--- config.mk ---
export PLATFORM = sky130hd
export DESIGN_NAME = flash_restart_sequencer
export DESIGN_NICKNAME = d
export VERILOG_FILES = /design/src/inc/flash_restart_pkg.sv /design/src/inc/timer_if.sv /design/src/rtl/interval_timer.sv /design/src/rtl/flash_restart_sequencer.sv
export VERILOG_INCLUDE_DIRS = /design/src /design/src/inc
export SDC_FILE = /design/constraint.sdc
export NUM_CORES = 1
export LEC_CHECK = 0
export BUFFER_PORTS_ARGS = -buffer_cell sky130_fd_sc_hd__buf_2
export CAP_MARGIN = 20
export CORE_MARGIN = 10
export CORE_UTILIZATION = 35
export CTS_CLUSTER_SIZE = 20
export DETAILED_ROUTE_END_ITERATION = 10
export MAX_ROUTING_LAYER = met4
export PLACE_DENSITY = 0.67
export SYNTH_ARGS = -nofsm -noshare
export SYNTH_HDL_FRONTEND = slang
export SYNTH_SLANG_ARGS = --single-unit
export TNS_END_PERCENT = 50
--- constraint.sdc ---
create_clock -name clock -period 2.9 [get_ports clock]
set_input_delay 0.58 -clock clock [delete_from_list [all_inputs] [get_ports clock]]
set_output_delay 0.58 -clock clock [all_outputs]
set_load 0.05 [all_outputs]
--- src/inc/flash_restart_defines.svh ---
// constants for the flash restart sequencer: timing counts, register map and field positions
`ifndef FLASH_RESTART_DEFINES_SVH
`define FLASH_RESTART_DEFINES_SVH

`define CLOCK_FREQ_MHZ 10
`define CLOCK_PERIOD_NS 100

`define POWER_UP_SETTLE_TIME_US 300
`define POWER_UP_SETTLE_CYCLES (`POWER_UP_SETTLE_TIME_US * `CLOCK_FREQ_MHZ)
`define RESTART_RECOVERY_TIME_US 30
`define RESTART_RECOVERY_CYCLES (`RESTART_RECOVERY_TIME_US * `CLOCK_FREQ_MHZ)
`define RESTART_PULSE_WIDTH_NS 200
`define RESTART_PULSE_CYCLES ((`RESTART_PULSE_WIDTH_NS + `CLOCK_PERIOD_NS - 1) / `CLOCK_PERIOD_NS)
`define EXTENSION_TICK_PERIOD_US 30
`define EXTENSION_TICK_CYCLES (`EXTENSION_TICK_PERIOD_US * `CLOCK_FREQ_MHZ)
`define SLEEP_EXIT_TIME_US 100
`define SLEEP_EXIT_CYCLES (`SLEEP_EXIT_TIME_US * `CLOCK_FREQ_MHZ)

`define EXT_COUNT_OFFSET 12'h000
`define STATUS_OFFSET 12'h004
`define CONTROL_OFFSET 12'h008
`define NV_BUS_CONFIG_OFFSET 12'h00c

`define EXT_COUNT_RESET 16'hffff
`define NV_BUS_CONFIG_RESET 16'h0000

`define STATUS_PROGRAMMED_BIT 0
`define STATUS_PROGRAM_FAIL_BIT 1
`define STATUS_POR_OK_BIT 2
`define STATUS_STATE_LSB 8
`define CONTROL_SLEEP_ENTER_BIT 0
`define CONTROL_MARK_POR_BAD_BIT 1

`define SYNC_RESTART_N_BIT 0
`define SYNC_SELECT_N_BIT 1
`define SYNC_LOCKOUT_BIT 2
`define SYNC_POWER_GOOD_BIT 3

`endif

--- src/inc/flash_restart_pkg.sv ---
// types shared by the flash restart sequencer and its interval timer
package flash_restart_pkg;

    typedef enum logic [3:0] {
        st_off,
        st_cold,
        st_extend,
        st_hw_reset,
        st_standby,
        st_sleep,
        st_wake
    } restart_state_t;

    typedef struct packed {
        restart_state_t state;
        logic [3:0] meta;
        logic [3:0] sync;
        logic por_ok;
        logic otp_used;
        logic prog_fail;
        logic sleep_req;
        logic [8:0] rec_left;
        logic [1:0] low_cnt;
        logic [15:0] ext_count;
        logic [15:0] nv_bus_config;
        logic [15:0] bus_config;
        logic [31:0] prdata;
        logic abort_pulse;
        logic alt_exit_pulse;
        logic status_clear_pulse;
        logic warm_start_pulse;
        logic cold_start_pulse;
    } core_state_t;

    typedef struct packed {
        logic [16:0] remaining;
        logic [8:0] pre;
        logic use_ticks;
        logic busy;
        logic done;
    } timer_state_t;

endpackage : flash_restart_pkg

--- src/inc/timer_if.sv ---
// carrier between the sequencer and its interval timer
`timescale 1ns/1ns
interface timer_if;
    logic start;
    logic use_ticks;
    logic [16:0] count;
    logic busy;
    logic done;

    modport ctrl (output start, output use_ticks, output count, input busy, input done);
    modport timer (input start, input use_ticks, input count, output busy, output done);
endinterface : timer_if

--- src/rtl/interval_timer.sv ---
// interval timer: counts clock cycles or 30 us ticks prescaled from the clock and flags the end
`timescale 1ns/1ns
`include "flash_restart_defines.svh"
module interval_timer
    import flash_restart_pkg::*;
(
    input wire logic clock,
    input wire logic rst_b,
    timer_if.timer tif
);

    timer_state_t s;
    timer_state_t next_s;
    logic step;

    assign tif.busy = s.busy;
    assign tif.done = s.done;

    always_comb begin
        next_s = s;
        next_s.done = 1'b0;
        step = 1'b0;
        if (tif.start) begin
            // prescaler restarts so the first tick is a whole period
            next_s.remaining = tif.count;
            next_s.pre = 9'h000;
            next_s.use_ticks = tif.use_ticks;
            next_s.busy = (tif.count != 17'h00000);
        end else if (s.busy) begin
            if (s.use_ticks) begin
                step = (s.pre == 9'(`EXTENSION_TICK_CYCLES - 1));
                next_s.pre = step ? 9'h000 : s.pre + 9'h001;
            end else begin
                step = 1'b1;
            end
            if (step) begin
                next_s.remaining = s.remaining - 17'h00001;
                if (s.remaining == 17'h00001) begin
                    next_s.busy = 1'b0;
                    next_s.done = 1'b1;
                end
            end
        end
    end

    always_ff @(posedge clock) begin
        if (!rst_b) begin
            s <= '0;
        end else begin
            s <= next_s;
        end
    end

endmodule : interval_timer

--- src/rtl/flash_restart_sequencer.sv ---
// flash power-on and warm restart sequencer with apb register access
//
// Overview of operation
// ignore restart input and select during power-on interval and extension
// in power-on or restart-out low: no commands, not selectable, outputs float
// optional restart pulse during power-on; finish at later of interval and recovery
// restart low at interval end holds hardware reset, high goes to standby
// hardware reset after an improper power-on runs the cold algorithm instead
// open-drain restart output low during power-on, released then standby at once
// sixteen-bit nonvolatile extension count; erased ffff adds no extension
// programmed extension keeps restart output low value plus one slow ticks
// extension count is one-time programmable; later attempts fail
// interrupt output is high impedance once supply reaches minimum
// hardware reset aborts work, leaves alternate space, floats outputs, clears status
// select ignored for whole recovery time; host keeps select high meanwhile
// while restart input low host issues nothing and device blocks commands
// hardware reset reloads bus configuration from nonvolatile configuration
// after power-on, hardware reset runs short warm algorithm without reload
// after warm algorithm stay in reset while input low, else standby
// host holds restart low 200 ns and high 150 ns before select
// host issues no transactions during the 300 us power-up interval
// if restart stays low past interval, recovery is measured from interval end
// host keeps select high at least 6 ns between operations
// restart pulse of minimum width wakes from deepest sleep with default settings
// below lockout threshold all program and erase operations are inhibited
// sleep exit takes between 1 and 300 us, commands ignored throughout
// intervals timed by counters on an internal free-running time base
//
// Implementation choices: the register addresses and register access over APB.
`timescale 1ns/1ns
`include "flash_restart_defines.svh"
module flash_restart_sequencer
    import flash_restart_pkg::*;
(
    input wire logic clock,
    input wire logic rst_b,
    input wire logic power_good,
    input wire logic vcc_below_lockout,
    input wire logic restart_in_n,
    input wire logic select_n,
    output logic system_restart_out_n_out,
    output logic system_restart_out_n_oe_n,
    output logic irq_out_n_out,
    output logic irq_out_n_oe_n,
    output logic select_accepted,
    output logic command_enable,
    output logic outputs_float,
    output logic program_erase_inhibit,
    output logic abort_operation,
    output logic exit_alternate_space,
    output logic clear_status,
    output logic warm_algorithm_start,
    output logic cold_algorithm_start,
    output logic [15:0] bus_config,
    output logic [3:0] state_code,
    input wire logic [11:0] paddr,
    input wire logic psel,
    input wire logic penable,
    input wire logic pwrite,
    input wire logic [31:0] pwdata,
    output logic [31:0] prdata,
    output logic pready,
    output logic pslverr
);

    localparam core_state_t CORE_RESET = '{
        state: st_off,
        meta: 4'h0,
        sync: 4'h0,
        por_ok: 1'b0,
        otp_used: 1'b0,
        prog_fail: 1'b0,
        sleep_req: 1'b0,
        rec_left: 9'h000,
        low_cnt: 2'h0,
        ext_count: `EXT_COUNT_RESET,
        nv_bus_config: `NV_BUS_CONFIG_RESET,
        bus_config: `NV_BUS_CONFIG_RESET,
        prdata: 32'h00000000,
        abort_pulse: 1'b0,
        alt_exit_pulse: 1'b0,
        status_clear_pulse: 1'b0,
        warm_start_pulse: 1'b0,
        cold_start_pulse: 1'b0
    };

    core_state_t s;
    core_state_t next_s;

    timer_if tmr ();

    logic t_start;
    logic t_ticks;
    logic [16:0] t_count;
    logic restart_low;
    logic select_low;
    logic lockout;
    logic pgood;
    logic apb_setup;
    logic apb_write;
    logic mapped;
    logic nv_write_ok;

    function automatic logic reg_hit(input logic [11:0] addr, input logic [11:0] offset);
        reg_hit = (addr[11:2] == offset[11:2]);
    endfunction : reg_hit

    // where power-on, extension or sleep exit ends up once its interval is over
    function automatic restart_state_t settle(input logic low, input logic [8:0] rec);
        if (low || rec != 9'h000) begin
            settle = st_hw_reset;
        end else begin
            settle = st_standby;
        end
    endfunction : settle

    interval_timer u_timer (
        .clock(clock),
        .rst_b(rst_b),
        .tif(tmr)
    );

    assign tmr.start = t_start;
    assign tmr.use_ticks = t_ticks;
    assign tmr.count = t_count;

    assign restart_low = !s.sync[`SYNC_RESTART_N_BIT];
    assign select_low = !s.sync[`SYNC_SELECT_N_BIT];
    assign lockout = s.sync[`SYNC_LOCKOUT_BIT];
    assign pgood = s.sync[`SYNC_POWER_GOOD_BIT];

    assign apb_setup = psel && !penable;
    assign apb_write = psel && penable && pwrite;
    assign mapped = reg_hit(paddr, `EXT_COUNT_OFFSET) || reg_hit(paddr, `STATUS_OFFSET)
                    || reg_hit(paddr, `CONTROL_OFFSET) || reg_hit(paddr, `NV_BUS_CONFIG_OFFSET);
    // nonvolatile writes only while idle and above the lockout threshold
    assign nv_write_ok = (s.state == st_standby) && !lockout;

    always_comb begin
        next_s = s;
        t_start = 1'b0;
        t_ticks = 1'b0;
        t_count = 17'h00000;

        next_s.meta = {power_good, vcc_below_lockout, select_n, restart_in_n};
        next_s.sync = s.meta;

        next_s.abort_pulse = 1'b0;
        next_s.alt_exit_pulse = 1'b0;
        next_s.status_clear_pulse = 1'b0;
        next_s.warm_start_pulse = 1'b0;
        next_s.cold_start_pulse = 1'b0;

        if (!restart_low) begin
            next_s.low_cnt = 2'h0;
        end else if (s.low_cnt != 2'h3) begin
            next_s.low_cnt = s.low_cnt + 2'h1;
        end

        if (s.rec_left != 9'h000) begin
            next_s.rec_left = s.rec_left - 9'h001;
        end

        unique case (s.state)
            st_off: begin
                if (pgood) begin
                    next_s.state = st_cold;
                    next_s.por_ok = 1'b0;
                    next_s.rec_left = 9'h000;
                    next_s.cold_start_pulse = 1'b1;
                    next_s.bus_config = s.nv_bus_config;
                    t_start = 1'b1;
                    t_count = 17'(`POWER_UP_SETTLE_CYCLES);
                end
            end
            st_cold: begin
                // a pulse here only pushes out the finish; it is not a reset of its own
                if (restart_low) begin
                    next_s.rec_left = 9'(`RESTART_RECOVERY_CYCLES);
                end
                if (tmr.done) begin
                    next_s.por_ok = 1'b1;
                    if (s.ext_count != `EXT_COUNT_RESET) begin
                        next_s.state = st_extend;
                        t_start = 1'b1;
                        t_ticks = 1'b1;
                        t_count = {1'b0, s.ext_count} + 17'h00001;
                    end else begin
                        next_s.state = settle(restart_low, s.rec_left);
                        if (restart_low) begin
                            next_s.rec_left = 9'(`RESTART_RECOVERY_CYCLES);
                        end
                    end
                end
            end
            st_extend: begin
                // restart input is not looked at until the extension has run out
                if (tmr.done) begin
                    next_s.state = settle(restart_low, s.rec_left);
                    if (restart_low) begin
                        next_s.rec_left = 9'(`RESTART_RECOVERY_CYCLES);
                    end
                end
            end
            st_hw_reset: begin
                if (!restart_low && s.rec_left == 9'h000) begin
                    next_s.state = st_standby;
                end
            end
            st_standby: begin
                if (restart_low) begin
                    next_s.abort_pulse = 1'b1;
                    next_s.alt_exit_pulse = 1'b1;
                    next_s.status_clear_pulse = 1'b1;
                    next_s.prog_fail = 1'b0;
                    next_s.bus_config = s.nv_bus_config;
                    next_s.sleep_req = 1'b0;
                    if (!s.por_ok) begin
                        next_s.state = st_cold;
                        next_s.cold_start_pulse = 1'b1;
                        next_s.rec_left = 9'h000;
                        t_start = 1'b1;
                        t_count = 17'(`POWER_UP_SETTLE_CYCLES);
                    end else begin
                        next_s.state = st_hw_reset;
                        next_s.warm_start_pulse = 1'b1;
                        next_s.rec_left = 9'(`RESTART_RECOVERY_CYCLES);
                    end
                end else if (s.sleep_req) begin
                    next_s.state = st_sleep;
                    next_s.sleep_req = 1'b0;
                end
            end
            st_sleep: begin
                // shorter glitches are filtered so noise cannot wake the part
                if (s.low_cnt >= 2'(`RESTART_PULSE_CYCLES)) begin
                    next_s.state = st_wake;
                    next_s.bus_config = s.nv_bus_config;
                    next_s.status_clear_pulse = 1'b1;
                    t_start = 1'b1;
                    t_count = 17'(`SLEEP_EXIT_CYCLES);
                end
            end
            st_wake: begin
                if (tmr.done) begin
                    next_s.state = settle(restart_low, s.rec_left);
                    if (restart_low) begin
                        next_s.rec_left = 9'(`RESTART_RECOVERY_CYCLES);
                    end
                end
            end
        endcase

        // loss of supply overrides every state
        if (!pgood) begin
            next_s.state = st_off;
            next_s.por_ok = 1'b0;
            next_s.sleep_req = 1'b0;
        end

        if (apb_setup) begin
            next_s.prdata = 32'h00000000;
            if (reg_hit(paddr, `EXT_COUNT_OFFSET)) begin
                next_s.prdata[15:0] = s.ext_count;
            end else if (reg_hit(paddr, `STATUS_OFFSET)) begin
                next_s.prdata[`STATUS_PROGRAMMED_BIT] = s.otp_used;
                next_s.prdata[`STATUS_PROGRAM_FAIL_BIT] = s.prog_fail;
                next_s.prdata[`STATUS_POR_OK_BIT] = s.por_ok;
                next_s.prdata[`STATUS_STATE_LSB +: 4] = s.state;
            end else if (reg_hit(paddr, `CONTROL_OFFSET)) begin
                next_s.prdata[`CONTROL_SLEEP_ENTER_BIT] = s.sleep_req;
            end else if (reg_hit(paddr, `NV_BUS_CONFIG_OFFSET)) begin
                next_s.prdata[15:0] = s.nv_bus_config;
            end
        end

        if (apb_write) begin
            if (reg_hit(paddr, `STATUS_OFFSET) && pwdata[`STATUS_PROGRAM_FAIL_BIT]) begin
                next_s.prog_fail = 1'b0;
            end
            if (reg_hit(paddr, `EXT_COUNT_OFFSET)) begin
                if (!s.otp_used && nv_write_ok) begin
                    next_s.ext_count = pwdata[15:0];
                    next_s.otp_used = 1'b1;
                end else begin
                    next_s.prog_fail = 1'b1;
                end
            end
            if (reg_hit(paddr, `NV_BUS_CONFIG_OFFSET)) begin
                if (nv_write_ok) begin
                    next_s.nv_bus_config = pwdata[15:0];
                end else begin
                    next_s.prog_fail = 1'b1;
                end
            end
            if (reg_hit(paddr, `CONTROL_OFFSET)) begin
                // sleep only from standby; a request elsewhere is dropped
                if (pwdata[`CONTROL_SLEEP_ENTER_BIT] && s.state == st_standby && !restart_low) begin
                    next_s.sleep_req = 1'b1;
                end
                if (pwdata[`CONTROL_MARK_POR_BAD_BIT]) begin
                    next_s.por_ok = 1'b0;
                end
            end
        end
    end

    always_ff @(posedge clock) begin
        if (!rst_b) begin
            s <= CORE_RESET;
        end else begin
            s <= next_s;
        end
    end

    // open drain: the pad only ever pulls low, the board pull-up makes the high
    assign system_restart_out_n_out = 1'b0;
    assign system_restart_out_n_oe_n = !(s.state == st_off || s.state == st_cold
                                         || s.state == st_extend);
    assign irq_out_n_out = 1'b0;
    assign irq_out_n_oe_n = 1'b1;

    assign command_enable = (s.state == st_standby) && !restart_low;
    assign select_accepted = command_enable && select_low;
    assign outputs_float = !command_enable;
    assign program_erase_inhibit = lockout || (s.state != st_standby);

    assign abort_operation = s.abort_pulse;
    assign exit_alternate_space = s.alt_exit_pulse;
    assign clear_status = s.status_clear_pulse;
    assign warm_algorithm_start = s.warm_start_pulse;
    assign cold_algorithm_start = s.cold_start_pulse;
    assign bus_config = s.bus_config;
    assign state_code = s.state;

    assign prdata = s.prdata;
    assign pready = 1'b1;
    assign pslverr = psel && penable && !mapped;

endmodule : flash_restart_sequencer

# Word level (Yosys, flattened, before mapping)
# Index checks and enable logic that the tools add are counted.
# Widths: inputs -> output; s select.
[op_classes]
n_addsub = 5
order_cmp = 1
n_eq_ne = 21
n_mux = 80
bitwise_logic = 4
reduce_logical = 48
[ops]
columns = ["operator", "n"]
rows = [
  ["$mux 9", 11],
  ["$mux 16", 5],
  ["$pmux 17 s4", 1],
  ["$mux 26", 2],
  ["$mux 17", 3],
  ["$pmux 16 s3", 1],
  ["$mux 12", 3],
  ["$mux 4", 9],
  ["$pmux 9 s4", 1],
  ["$mux 1", 26],
  ["$pmux 4 s6", 1],
  ["$eq 10x2->1 const B", 2],
  ["$add 16x1->17 const B", 1],
  ["$eq 17x1->1 const B", 1],
  ["$reduce_bool 17->1", 1],
  ["$sub 17x1->17 const B", 1],
  ["$ne 16x16->1 const B", 1],
  ["$mux 15", 1],
  ["$eq 4x3->1 const B", 3],
  ["$logic_and 1x1->1", 12],
  ["$mux 2", 6],
  ["$eq 10x1->1 const B", 1],
  ["$logic_not 10->1", 1],
  ["$mux 10", 1],
  ["30 further kinds", 64],
]
[totals]
ff_bits = 125
input_bits = 53
out_inout_bits = 67
elab_cells = 182

# Logic depth before layout (Yosys ltp)
# Gate-level depths: netlist of run 1.
[logic_depth]
depth_word = 8
ltp_mapped = 9
ltp_nobuf = 8

# By module
# A second synthesis of run 1 with hierarchy kept.
[hier_totals]
cells_unflattened = 836
area_unflattened_um2 = 6782.8
[by_module_without_submodules]
columns = ["module", "n_inst", "cells_per_inst", "area_per_inst_um2"]
rows = [
  ["flash_restart_sequencer", 1, 644, 5181.2],
  ["interval_timer", 1, 192, 1601.5],
]

# Least setup slack after synthesis of run 1
# Ideal clock, no wire load.
[synth_timing]
path_type = "register -> output"
from = "register s, in the netlist state_code[0]"
to = "output select_accepted"
arrival_time_ns = 2.038
t_required_ns = 2.320
setup_slack_ns = 0.282
stages_incl_launch_ff = 4
path_buffers = 1
cell_sequence = "dfxtp_1 -> clkbuf_1 -> nand4bb_1 -> nor2_1"
[synth_via]
elab_chain_len = 3
[synth_rtl]
columns = ["item", "line_no", "rtl"]
rows = [
  ["start: declaration", "flash_restart_sequencer.sv:87", "core_state_t s;"],
  ["start signal: assignment", "flash_restart_sequencer.sv:312", "s <= next_s;"],
  ["$eq 4x3->1", "flash_restart_sequencer.sv:323", "assign command_enable = (s.state == st_standby) && !restart_low;"],
  ["$logic_and 1x1->1", "flash_restart_sequencer.sv:323", ""],
  ["$logic_and 1x1->1", "flash_restart_sequencer.sv:324", "assign select_accepted = command_enable && select_low;"],
  ["end: declaration", "flash_restart_sequencer.sv:45", "output logic select_accepted,"],
]
# No other way between the ends.

# Final worst setup path of run 1
[layout_timing]
from = "register s[78] (netlist name)"
to = "register u_timer.s[10] (netlist name)"
[layout_via]
elab_chain_len = 5
[layout_rtl]
columns = ["item", "line_no", "rtl"]
rows = [
  ["$ne 16x16->1 (no source line)", "--", ""],
  ["$mux 1", "flash_restart_sequencer.sv:183", "if (s.ext_count != `EXT_COUNT_RESET) begin"],
  ["$mux 1", "flash_restart_sequencer.sv:181", "if (tmr.done) begin"],
  ["$pmux 1 s4", "flash_restart_sequencer.sv:164", "unique case (s.state)"],
  ["$reduce_or 2->1 (no source line)", "--", ""],
  ["end signal: assignment", "interval_timer.sv:50", "s <= next_s;"],
  ["end: declaration", "interval_timer.sv:12", "timer_state_t s;"],
]
# No other way between the ends.
# A chain may end at the register's enable or synchronous reset.

==> flow_summary.ini, run 1 <==
[power]
p_leak_nw = 3.10
cell_internal_pwr_mw = 3.32
p_sw_mw = 1.24
combinationalPowerShare = 0.155
vdd_drop_max_mv = 0.434
power_density_mw_per_mm2 = 632
swShare = 0.271
sequentialPowerShare = 0.407
clkPwrFrac = 0.438

[sta]
fin_crit_ns = 2.50
whs_ns = 0.361
hold_violations = 0
fmax_ghz = 0.400
fin_setup_tns_ns = 0
worst-slew-pin-transition_ns = 0.946
skew_ns = 0.0116
setup_viol = 0
slew_headroom = 0.369
rsz0062_at_grt = false
slew_viol_final = 0
post-route-period-util = 0.863

[routing]
dr_total_vias = 5327
post_drt_wl_per_cell_um = 15.3
post-route-drc-count = 0
detail_route.iter0.violations = 402
wl_met2_um = 7550
first_pass_iters = 5
viasPerCell = 5.09
routed_wl_um = 16000
met3_length_um = 746
ant_nets = 0
m1WireLength_um = 7440
top_layer = met4

[floorplan]
die_height_um = 156
initial_utilization = 0.357
dieArea_mm2 = 0.0242
boundaryPins = 120
die_x_um = 156
fp-row-count = 49
fp.coreArea_mm2 = 0.0180

[setup_path]
cp_data_required_time_ns = 3.25
crit_family = simple AND/OR/NAND/NOR gates
cpMaxStageDelayCell = or4_4
max_stage_delay_ns = 0.61
crit_type = reg -> reg
startpoint_type = flip-flop
crit_arrival_ns = 2.85
critical_path.n_buffers_inverters = 0
worstPathCellList = nand4_4 -> or4_4 -> o21a_4 -> nor3_4 -> o211ai_1 -> nor2_1
worstPathMaxFanout = 9
end_kind = flip-flop

[flow_run]
cap_violations = 0

[final_layout]
fillers = 1861
seq_area_mm2 = 0.00246
nets = 867
drive_above_1_share = 0.178
multi_input_area_mm2 = 0.00329
finish.utilization = 0.401
antenna_cells = 0
area_delta_synth_final_pct = 12.2

[global_routing]
grt_pass1_vias = 5156
grt_overflow_total = 0
track_usage = 0.137
antenna_found_initial = 0
grt_pass1_wl_um = 26300
grt_max_degree = 36

[logic_synthesis]
synthTopCellsByCount = dfxtp_1, nor2_1, nand2_1
ys_ff_latch = 123
yosysMostFrequentCell = dfxtp_1
synth_compound_area_frac = 0.111
avgSynthCellArea_um2 = 8.40
yosys_warnings = 0
synthSimpleGateAreaFrac = 0.257
yosysTopAreaCell = dfxtp_1
muxShareOfSynthArea = 0.0610
ys_seq_area_frac = 0.383
synth_fa_ha_area_frac = 0.0156
yosys-top-cells-area = dfxtp_1, buf_4, nor2_1
syn_inst = 766
synth_area_mm2 = 0.00644
async_flop_share = 0
synth_ff_type = dfxtp_1
synth_top_family_by_area = simple AND/OR/NAND/NOR gates
synth_top_area_share = 0.383
synth_edf_count = 0
synthDistinctLibCells = 72
synth_xor_area_frac = 0.0544

[place]
place_congestion = 0.891
port_buffers = 80
place_hpwl_um = 11900

[clock_network]
clkTransAtPathRegs_ns = 0.05
htreeDepth = 4
clk_path_buf_depth = 2
cts.sinks = 123
ctsHoldBuffers = 0
cts_tree = done
clkLatencyLatePin_ns = 0.42
ctsResizeCount = 0
clock-root-buffer = clkbuf_16
numCtsBuffers = 17
post_cts_buffers = 0

[outcome]
status = completed

[worst_hold_path]
hp-class = in -> reg
layout make-up:
cell class / count / share of cell area
tap: 229 / 0.0397
clock inverter: 8 / 0.0132
clock buffer: 23 / 0.0634
sequential: 123 / 0.341
inverter: 15 / 0.00779
multi-input combinational: 546 / 0.456
timing repair buffer: 103 / 0.0793
per-stage QoR:
stage / worst slack, ns / power [mW] / cell area [um2] / cells
floorplan: 0.282 / 2.46 / 6510 / 785
global placement: 0.414 / 2.59 / 6670 / 1016
detailed placement: 0.376 / 2.60 / 6670 / 1016
CTS: 0.398 / 4.61 / 7220 / 1047
global route: 0.236 / 4.78 / 7220 / 1047
finish: 0.397 / 4.56 / 7220 / 1047
cells in the final DEF (no fill, tap or decap), types with 14 or more instances in the layout:
cell and instances:
nand2_1 71, buf_4 23, nor3_1 26, a21oi_1 28, dfxtp_1 123, buf_2 80
conb_1 21, nor2_1 107, xor2_1 21, nand3_1 37, o21ai_0 22, clkbuf_16 17
xnor2_1 19, inv_1 14, mux2i_1 37
power by group through the flow:
stage / registers [mW] / clock network, mW / logic (mW)
after global routing: 1.87 / 2.10 / 0.807
after CTS: 1.85 / 2.04 / 0.712
after floorplan: 1.87 / 0 / 0.593
after global placement: 1.89 / 0 / 0.702
final: 1.85 / 2.00 / 0.708
after detailed placement: 1.89 / 0 / 0.707
worst paths after layout:
| kind | from | endpoint | depth (start not counted) | slack, ns |
|---|---|---|---|---|
| max | s[78] | u_timer.s[10] | 6 | 0.40 |
| min | select_n | next_s[101] | 2 | 0.36 |
| max reg2reg | s[78] | u_timer.s[10] | 6 | 0.40 |
| min reg2reg | next_s[102] | lockout | 1 | 0.43 |
cells by family after synthesis:
family	after synthesis
mux	38
other cells	2
xor+xnor	40
simple gates	333
buf+inv	116
fa+ha+maj	8
flops	123
compound gates	106
worst reg2reg max path: stages (launching register included):
cell and delay (ns):
dfxtp_1 0.56, nand4_4 0.19, or4_4 0.61, o21a_4 0.27
nor3_4 0.30, o211ai_1 0.32, nor2_1 0.18
metal layers:
metal,track usage,vias up
met5,-,-
met4,0.0512,0
met3,0.0353,21
met2,0.212,138
met1,0.168,2498
li1,-,2670
flip-flops by register name (all words and copies together) (netlist names), 3 cells and up:
| name | count |
|---|---|
| state_code | 3 |
| s | 49 |
| prdata | 16 |
| next_s | 4 |
| bus_config | 16 |
| u_timer.s | 27 |
(Power assumes the default switching activity.)
==> run 2: changes to the inputs <==
GPL_TIMING_DRIVEN = 0   (was not set)
==> run 2 against run 1 <==
Effect of this change: routed wire length rose by 6.7%; worst hold slack gained 0.0029 ns; clock-buffer cell count decreased by 1; flip-flop and latch count unchanged; total power grew 2.5%; register-to-register slack worse by 0.14 ns; first-iteration DRC count down 21%; sequential share of layout area down 2.4 points; fmax shrank 5.2%; global-route usage is 1.0 points higher; critical path type unchanged; critical endpoint is now u_timer.s[26].
==> flow_summary.ini, run 2 (synthesized netlist as in run 1, its figures left out) <==
[outcome]
status = completed

[sta]
worst-slew-pin-transition_ns = 0.861
fmax_ghz = 0.379
slew_viol_final = 0
rsz0062_at_grt = false
fin_crit_ns = 2.64
setup_viol = 0
post-route-period-util = 0.910
fin_setup_tns_ns = 0
slew_headroom = 0.425
whs_ns = 0.364
hold_violations = 0
skew_ns = 0.0103

[place]
port_buffers = 80
dp_cells = 1094
place_congestion = 0.857
place_hpwl_um = 13100

[setup_path]
cpMaxStageDelayCell = or4_4
cp_data_required_time_ns = 3.24
startpoint_type = flip-flop
worstPathMaxFanout = 10
r2r_cells = 8
r2r-end = u_timer.s[26]
crit_family = simple AND/OR/NAND/NOR gates
end_kind = flip-flop
reg2reg_from = s[69]
critical_path.n_buffers_inverters = 1
crit_arrival_ns = 2.98
cp_num_cells = 8
rrSetupSlack_ns = 0.26
worstPathCellList = ha_1 -> nand3_1 -> or4_4 -> o21a_4 -> nor3_4 -> buf_6 -> nand4_1 -> a31oi_1
max_stage_delay_ns = 0.58
crit_type = reg -> reg

[power]
p_leak_nw = 3.45
finalPower_mw = 4.68
vdd_drop_max_mv = 0.388
power_density_mw_per_mm2 = 601

[floorplan]
die_height_um = 156
dieArea_mm2 = 0.0242
boundaryPins = 120
fp-row-count = 49
fp.coreArea_mm2 = 0.0180
die_x_um = 156
initial_utilization = 0.357

[final_layout]
multi_input_area_mm2 = 0.00329
regMostFlops = s
drive_above_1_share = 0.225
finish.utilization = 0.431
layout_common_cells = dfxtp_1, nor2_1, buf_2, nand2_1, buf_4
nets = 945
final_common_cell = dfxtp_1
largest_reg_flops = 49
stdcell_count = 1126
fillers = 1828
top_regs = s (49), u_timer.s (27)
seq_area_mm2 = 0.00246
area_delta_synth_final_pct = 20.8
antenna_cells = 0

[clock_network]
clock-root-buffer = clkbuf_16
post_cts_buffers = 0
ctsResizeCount = 0
cts_tree = done
clk_path_buf_depth = 2
cts.sinks = 123
ctsHoldBuffers = 0
numCtsBuffers = 17
clkLatencyLatePin_ns = 0.42
clkTransAtPathRegs_ns = 0.05
htreeDepth = 4

[global_routing]
grt_pass1_wl_um = 28500
antenna_found_initial = 0
grt_max_degree = 17
grt_pass1_vias = 5474
track_usage = 0.147
grt_overflow_total = 0

[routing]
m1WireLength_um = 8040
detail_route.iter0.violations = 316
first_pass_iters = 5
ant_nets = 0
dr_total_vias = 5579
wl_met2_um = 7950
post_drt_wl_per_cell_um = 15.2
top_layer = met4
met3_length_um = 751
viasPerCell = 4.95
routed_wl_um = 17100
post-route-drc-count = 0

[worst_hold_path]
hp-class = in -> reg
hold_start = select_n
min_to = next_s[101]
holdPathStages = 2

[flow_run]
cap_violations = 0
## run 2: layer usage
layer	GRT usage	vias up
met3	0.0312	37
li1	-	2821
met4	0.0597	0
met1	0.186	2577
met2	0.224	144
met5	-	-
## run 2: area by class of cell
type                            count  area share
Tap cell                          229      0.0368
Clock inverter                     10      0.0151
Timing Repair Buffer               80      0.0515
Clock buffer                       22      0.0597
Inverter                           15     0.00724
Multi-Input combinational cell    546       0.423
Sequential cell                   123       0.317
Buffer                            101      0.0896
## run 2: power breakdown
part | switching [mW] | leakage [nW] | total [mW] | internal, mW
clock network | 0.778 | 0.284 | 2.09 | 1.31
registers | 0.0728 | 0.999 | 1.85 | 1.78
logic | 0.451 | 2.17 | 0.737 | 0.287
total | 1.30 | 3.45 | 4.68 | 3.38
## run 2: how the worst max path moves through the flow
stage	startpoint	end	slack, ns
global route	s[69]	u_timer.s[26]	0.04
detailed placement	paddr[11]	s[81]	0.08
finish	s[69]	u_timer.s[26]	0.26
floorplan	state_code[0]	select_accepted	0.28
CTS	state_code[1]	program_erase_inhibit	0.26
global placement	paddr[11]	s[77]	0.09
## run 2: metrics by stage
stage / area, um2 / setup slack (ns)
after global routing: 7780 / 0.0361
after detailed placement: 7190 / 0.0773
after CTS: 7780 / 0.255
after floorplan: 6510 / 0.282
after global placement: 7190 / 0.0893
final: 7780 / 0.260
## run 2: worst register-to-register path, cell delays in order, from the launching register on
cell,delay (ns)
dfxtp_1,0.48
ha_1,0.27
nand3_1,0.23
or4_4,0.59
o21a_4,0.26
nor3_4,0.23
buf_6,0.19
nand4_1,0.12
a31oi_1,0.19
==> run 3: changes to the inputs <==
--- a/config.mk
+++ b/config.mk
@@ -11,3 +11,3 @@
 export CORE_MARGIN = 10
-export CORE_UTILIZATION = 35
+export CORE_UTILIZATION = 40
 export CTS_CLUSTER_SIZE = 20
@@ -16,3 +16,3 @@
 export MAX_ROUTING_LAYER = met4
-export PLACE_DENSITY = 0.67
+export PLACE_DENSITY = 0.73
 export SYNTH_ARGS = -nofsm -noshare
@@ -20,2 +20 @@
 export SYNTH_SLANG_ARGS = --single-unit
-export TNS_END_PERCENT = 50
==> constraint.sdc (replaced) <==
create_clock -name clock -period 2.9 [get_ports clock]
set_input_delay 0.29 -clock clock [delete_from_list [all_inputs] [get_ports clock]]
set_output_delay 0.29 -clock clock [all_outputs]
set_load 0.05 [all_outputs]
==> run 3 against run 2 <==
Effect of this change: clock power fell by 5%; first-iteration DRC count rose by 35%; fmax rose by 1.2%; flip-flop and latch count did not move; worst hold slack got worse by 0.29 ns; total power fell by 2.3%; global-route usage rose by 1.6 points; clock-buffer cell count did not move.
==> flow_summary.ini, run 3 (synthesized netlist as in run 1, its figures left out) <==
[clock_network]
clkLatencyLatePin_ns = 0.42
cts_tree = done
post_cts_buffers = 0
ctsResizeCount = 0
clock-root-buffer = clkbuf_16
clk_path_buf_depth = 2
clkTransAtPathRegs_ns = 0.06
ctsHoldBuffers = 0
htreeDepth = 4
numCtsBuffers = 17
cts.sinks = 123

[sta]
rsz0062_at_grt = false
fin_setup_tns_ns = 0
slew_viol_final = 0
fin_crit_ns = 2.61
setup_viol = 0
worst-slew-pin-transition_ns = 0.891
slew_headroom = 0.405
skew_ns = 0.0111
post-route-period-util = 0.899
hold_violations = 0
fmax_ghz = 0.383

[setup_path]
end_kind = flip-flop
startpoint = s[69]
rrSetupSlack_ns = 0.29
cp_data_required_time_ns = 3.24
r2r_cells = 8
worstPathMaxFanout = 10
crit_arrival_ns = 2.95
reg2reg_from = s[69]
cp-endpoint = u_timer.s[26]
crit_type = reg -> reg
r2r-end = u_timer.s[26]
startpoint_type = flip-flop

[final_layout]
antenna_cells = 0
regMostFlops = s
area_delta_synth_final_pct = 20.1
drive_above_1_share = 0.224
layout_common_cells = dfxtp_1, nor2_1, buf_2, nand2_1, buf_4
largest_reg_flops = 49
top_regs = s (49), u_timer.s (27)
final_common_cell = dfxtp_1
nets = 945
fillers = 1499

[power]
power_density_mw_per_mm2 = 592
clkPwrFrac = 0.433
vdd_drop_max_mv = 0.380
combinationalPowerShare = 0.162
p_sw_mw = 1.31
p_leak_nw = 3.43
finalPower_mw = 4.57
cell_internal_pwr_mw = 3.27
sequentialPowerShare = 0.405
swShare = 0.286

[routing]
ant_nets = 0
dr_total_vias = 5675
viasPerCell = 5.10
routed_wl_um = 17200
first_pass_iters = 7
post_drt_wl_per_cell_um = 15.4
post-route-drc-count = 0
detail_route.iter0.violations = 428

[place]
port_buffers = 80
place_congestion = 0.906
place_hpwl_um = 12800

[floorplan]
fp.coreArea_mm2 = 0.0158
die_x_um = 147
boundaryPins = 120
dieArea_mm2 = 0.0216
fp-row-count = 46
initial_utilization = 0.407
die_height_um = 147

[worst_hold_path]
hold_start = restart_in_n
hp-class = in -> reg

[global_routing]
grt_overflow_total = 0
antenna_found_initial = 0
track_usage = 0.163
grt_pass1_vias = 5518
grt_pass1_wl_um = 28200
grt_max_degree = 17

[outcome]
status = completed

[flow_run]
cap_violations = 0
## run 3: how the worst min path moves through the flow
stage | end | depth (start not counted)
finish | next_s[100] | 2
global route | next_s[103] | 2
CTS | next_s[100] | 2
detailed placement | s[100] | 1
global placement | s[101] | 1
floorplan | s[99] | 1
## run 3: area by class of cell
cell class,count,area [um2],area share
plain buffers,101,697,0.0902
clock buffers,22,454,0.0588
clock inverters,10,95.1,0.0123
inverters,15,56.3,0.00729
multi-input cells,546,3290,0.426
flip-flops and latches,123,2460,0.319
well taps,216,270,0.0350
repair buffers,80,400,0.0518
## run 3: layer usage
layer / wire [um] / vias up / track usage / part of all wire
met5: 0 / - / - / 0
met4: 297 / 0 / 0.0556 / 0.017
met3: 986 / 29 / 0.0384 / 0.057
li1: - / 2812 / - / -
met1: 7690 / 2635 / 0.192 / 0.45
met2: 8200 / 199 / 0.267 / 0.48
## run 3: metrics by stage
| stage | utilization | setup WS [ns] | instances | hold slack [ns] | area (um2) |
|---|---|---|---|---|---|
| finish | 0.488 | 0.292 | 1113 | 0.0729 | 7730 |
| global route | 0.488 | 0.108 | 1113 | 0.0759 | 7730 |
| CTS | 0.488 | 0.303 | 1113 | 0.0638 | 7730 |
| detailed placement | 0.454 | 0.310 | 1081 | 0.421 | 7180 |
| global placement | 0.454 | 0.304 | 1081 | 0.414 | 7180 |
| floorplan | - | 0.572 | 785 | 0.387 | 6510 |
## run 3: critical path, stage by stage (launching register included)
cell and delay (ns):
dfxtp_1 0.49, ha_1 0.27, nand3_1 0.23, or4_4 0.59, o21a_4 0.26, nor3_4 0.21
buf_6 0.19, nand4_1 0.10, a31oi_1 0.19
## run 3: power groups by stage
stage | clock network, mW | registers (mW) | logic, mW
after floorplan | 0 | 1.87 | 0.593
after global placement | 0 | 1.88 | 0.724
after detailed placement | 0 | 1.89 | 0.734
after CTS | 2.00 | 1.85 | 0.738
after global routing | 2.06 | 1.86 | 0.834
final | 1.98 | 1.85 | 0.740
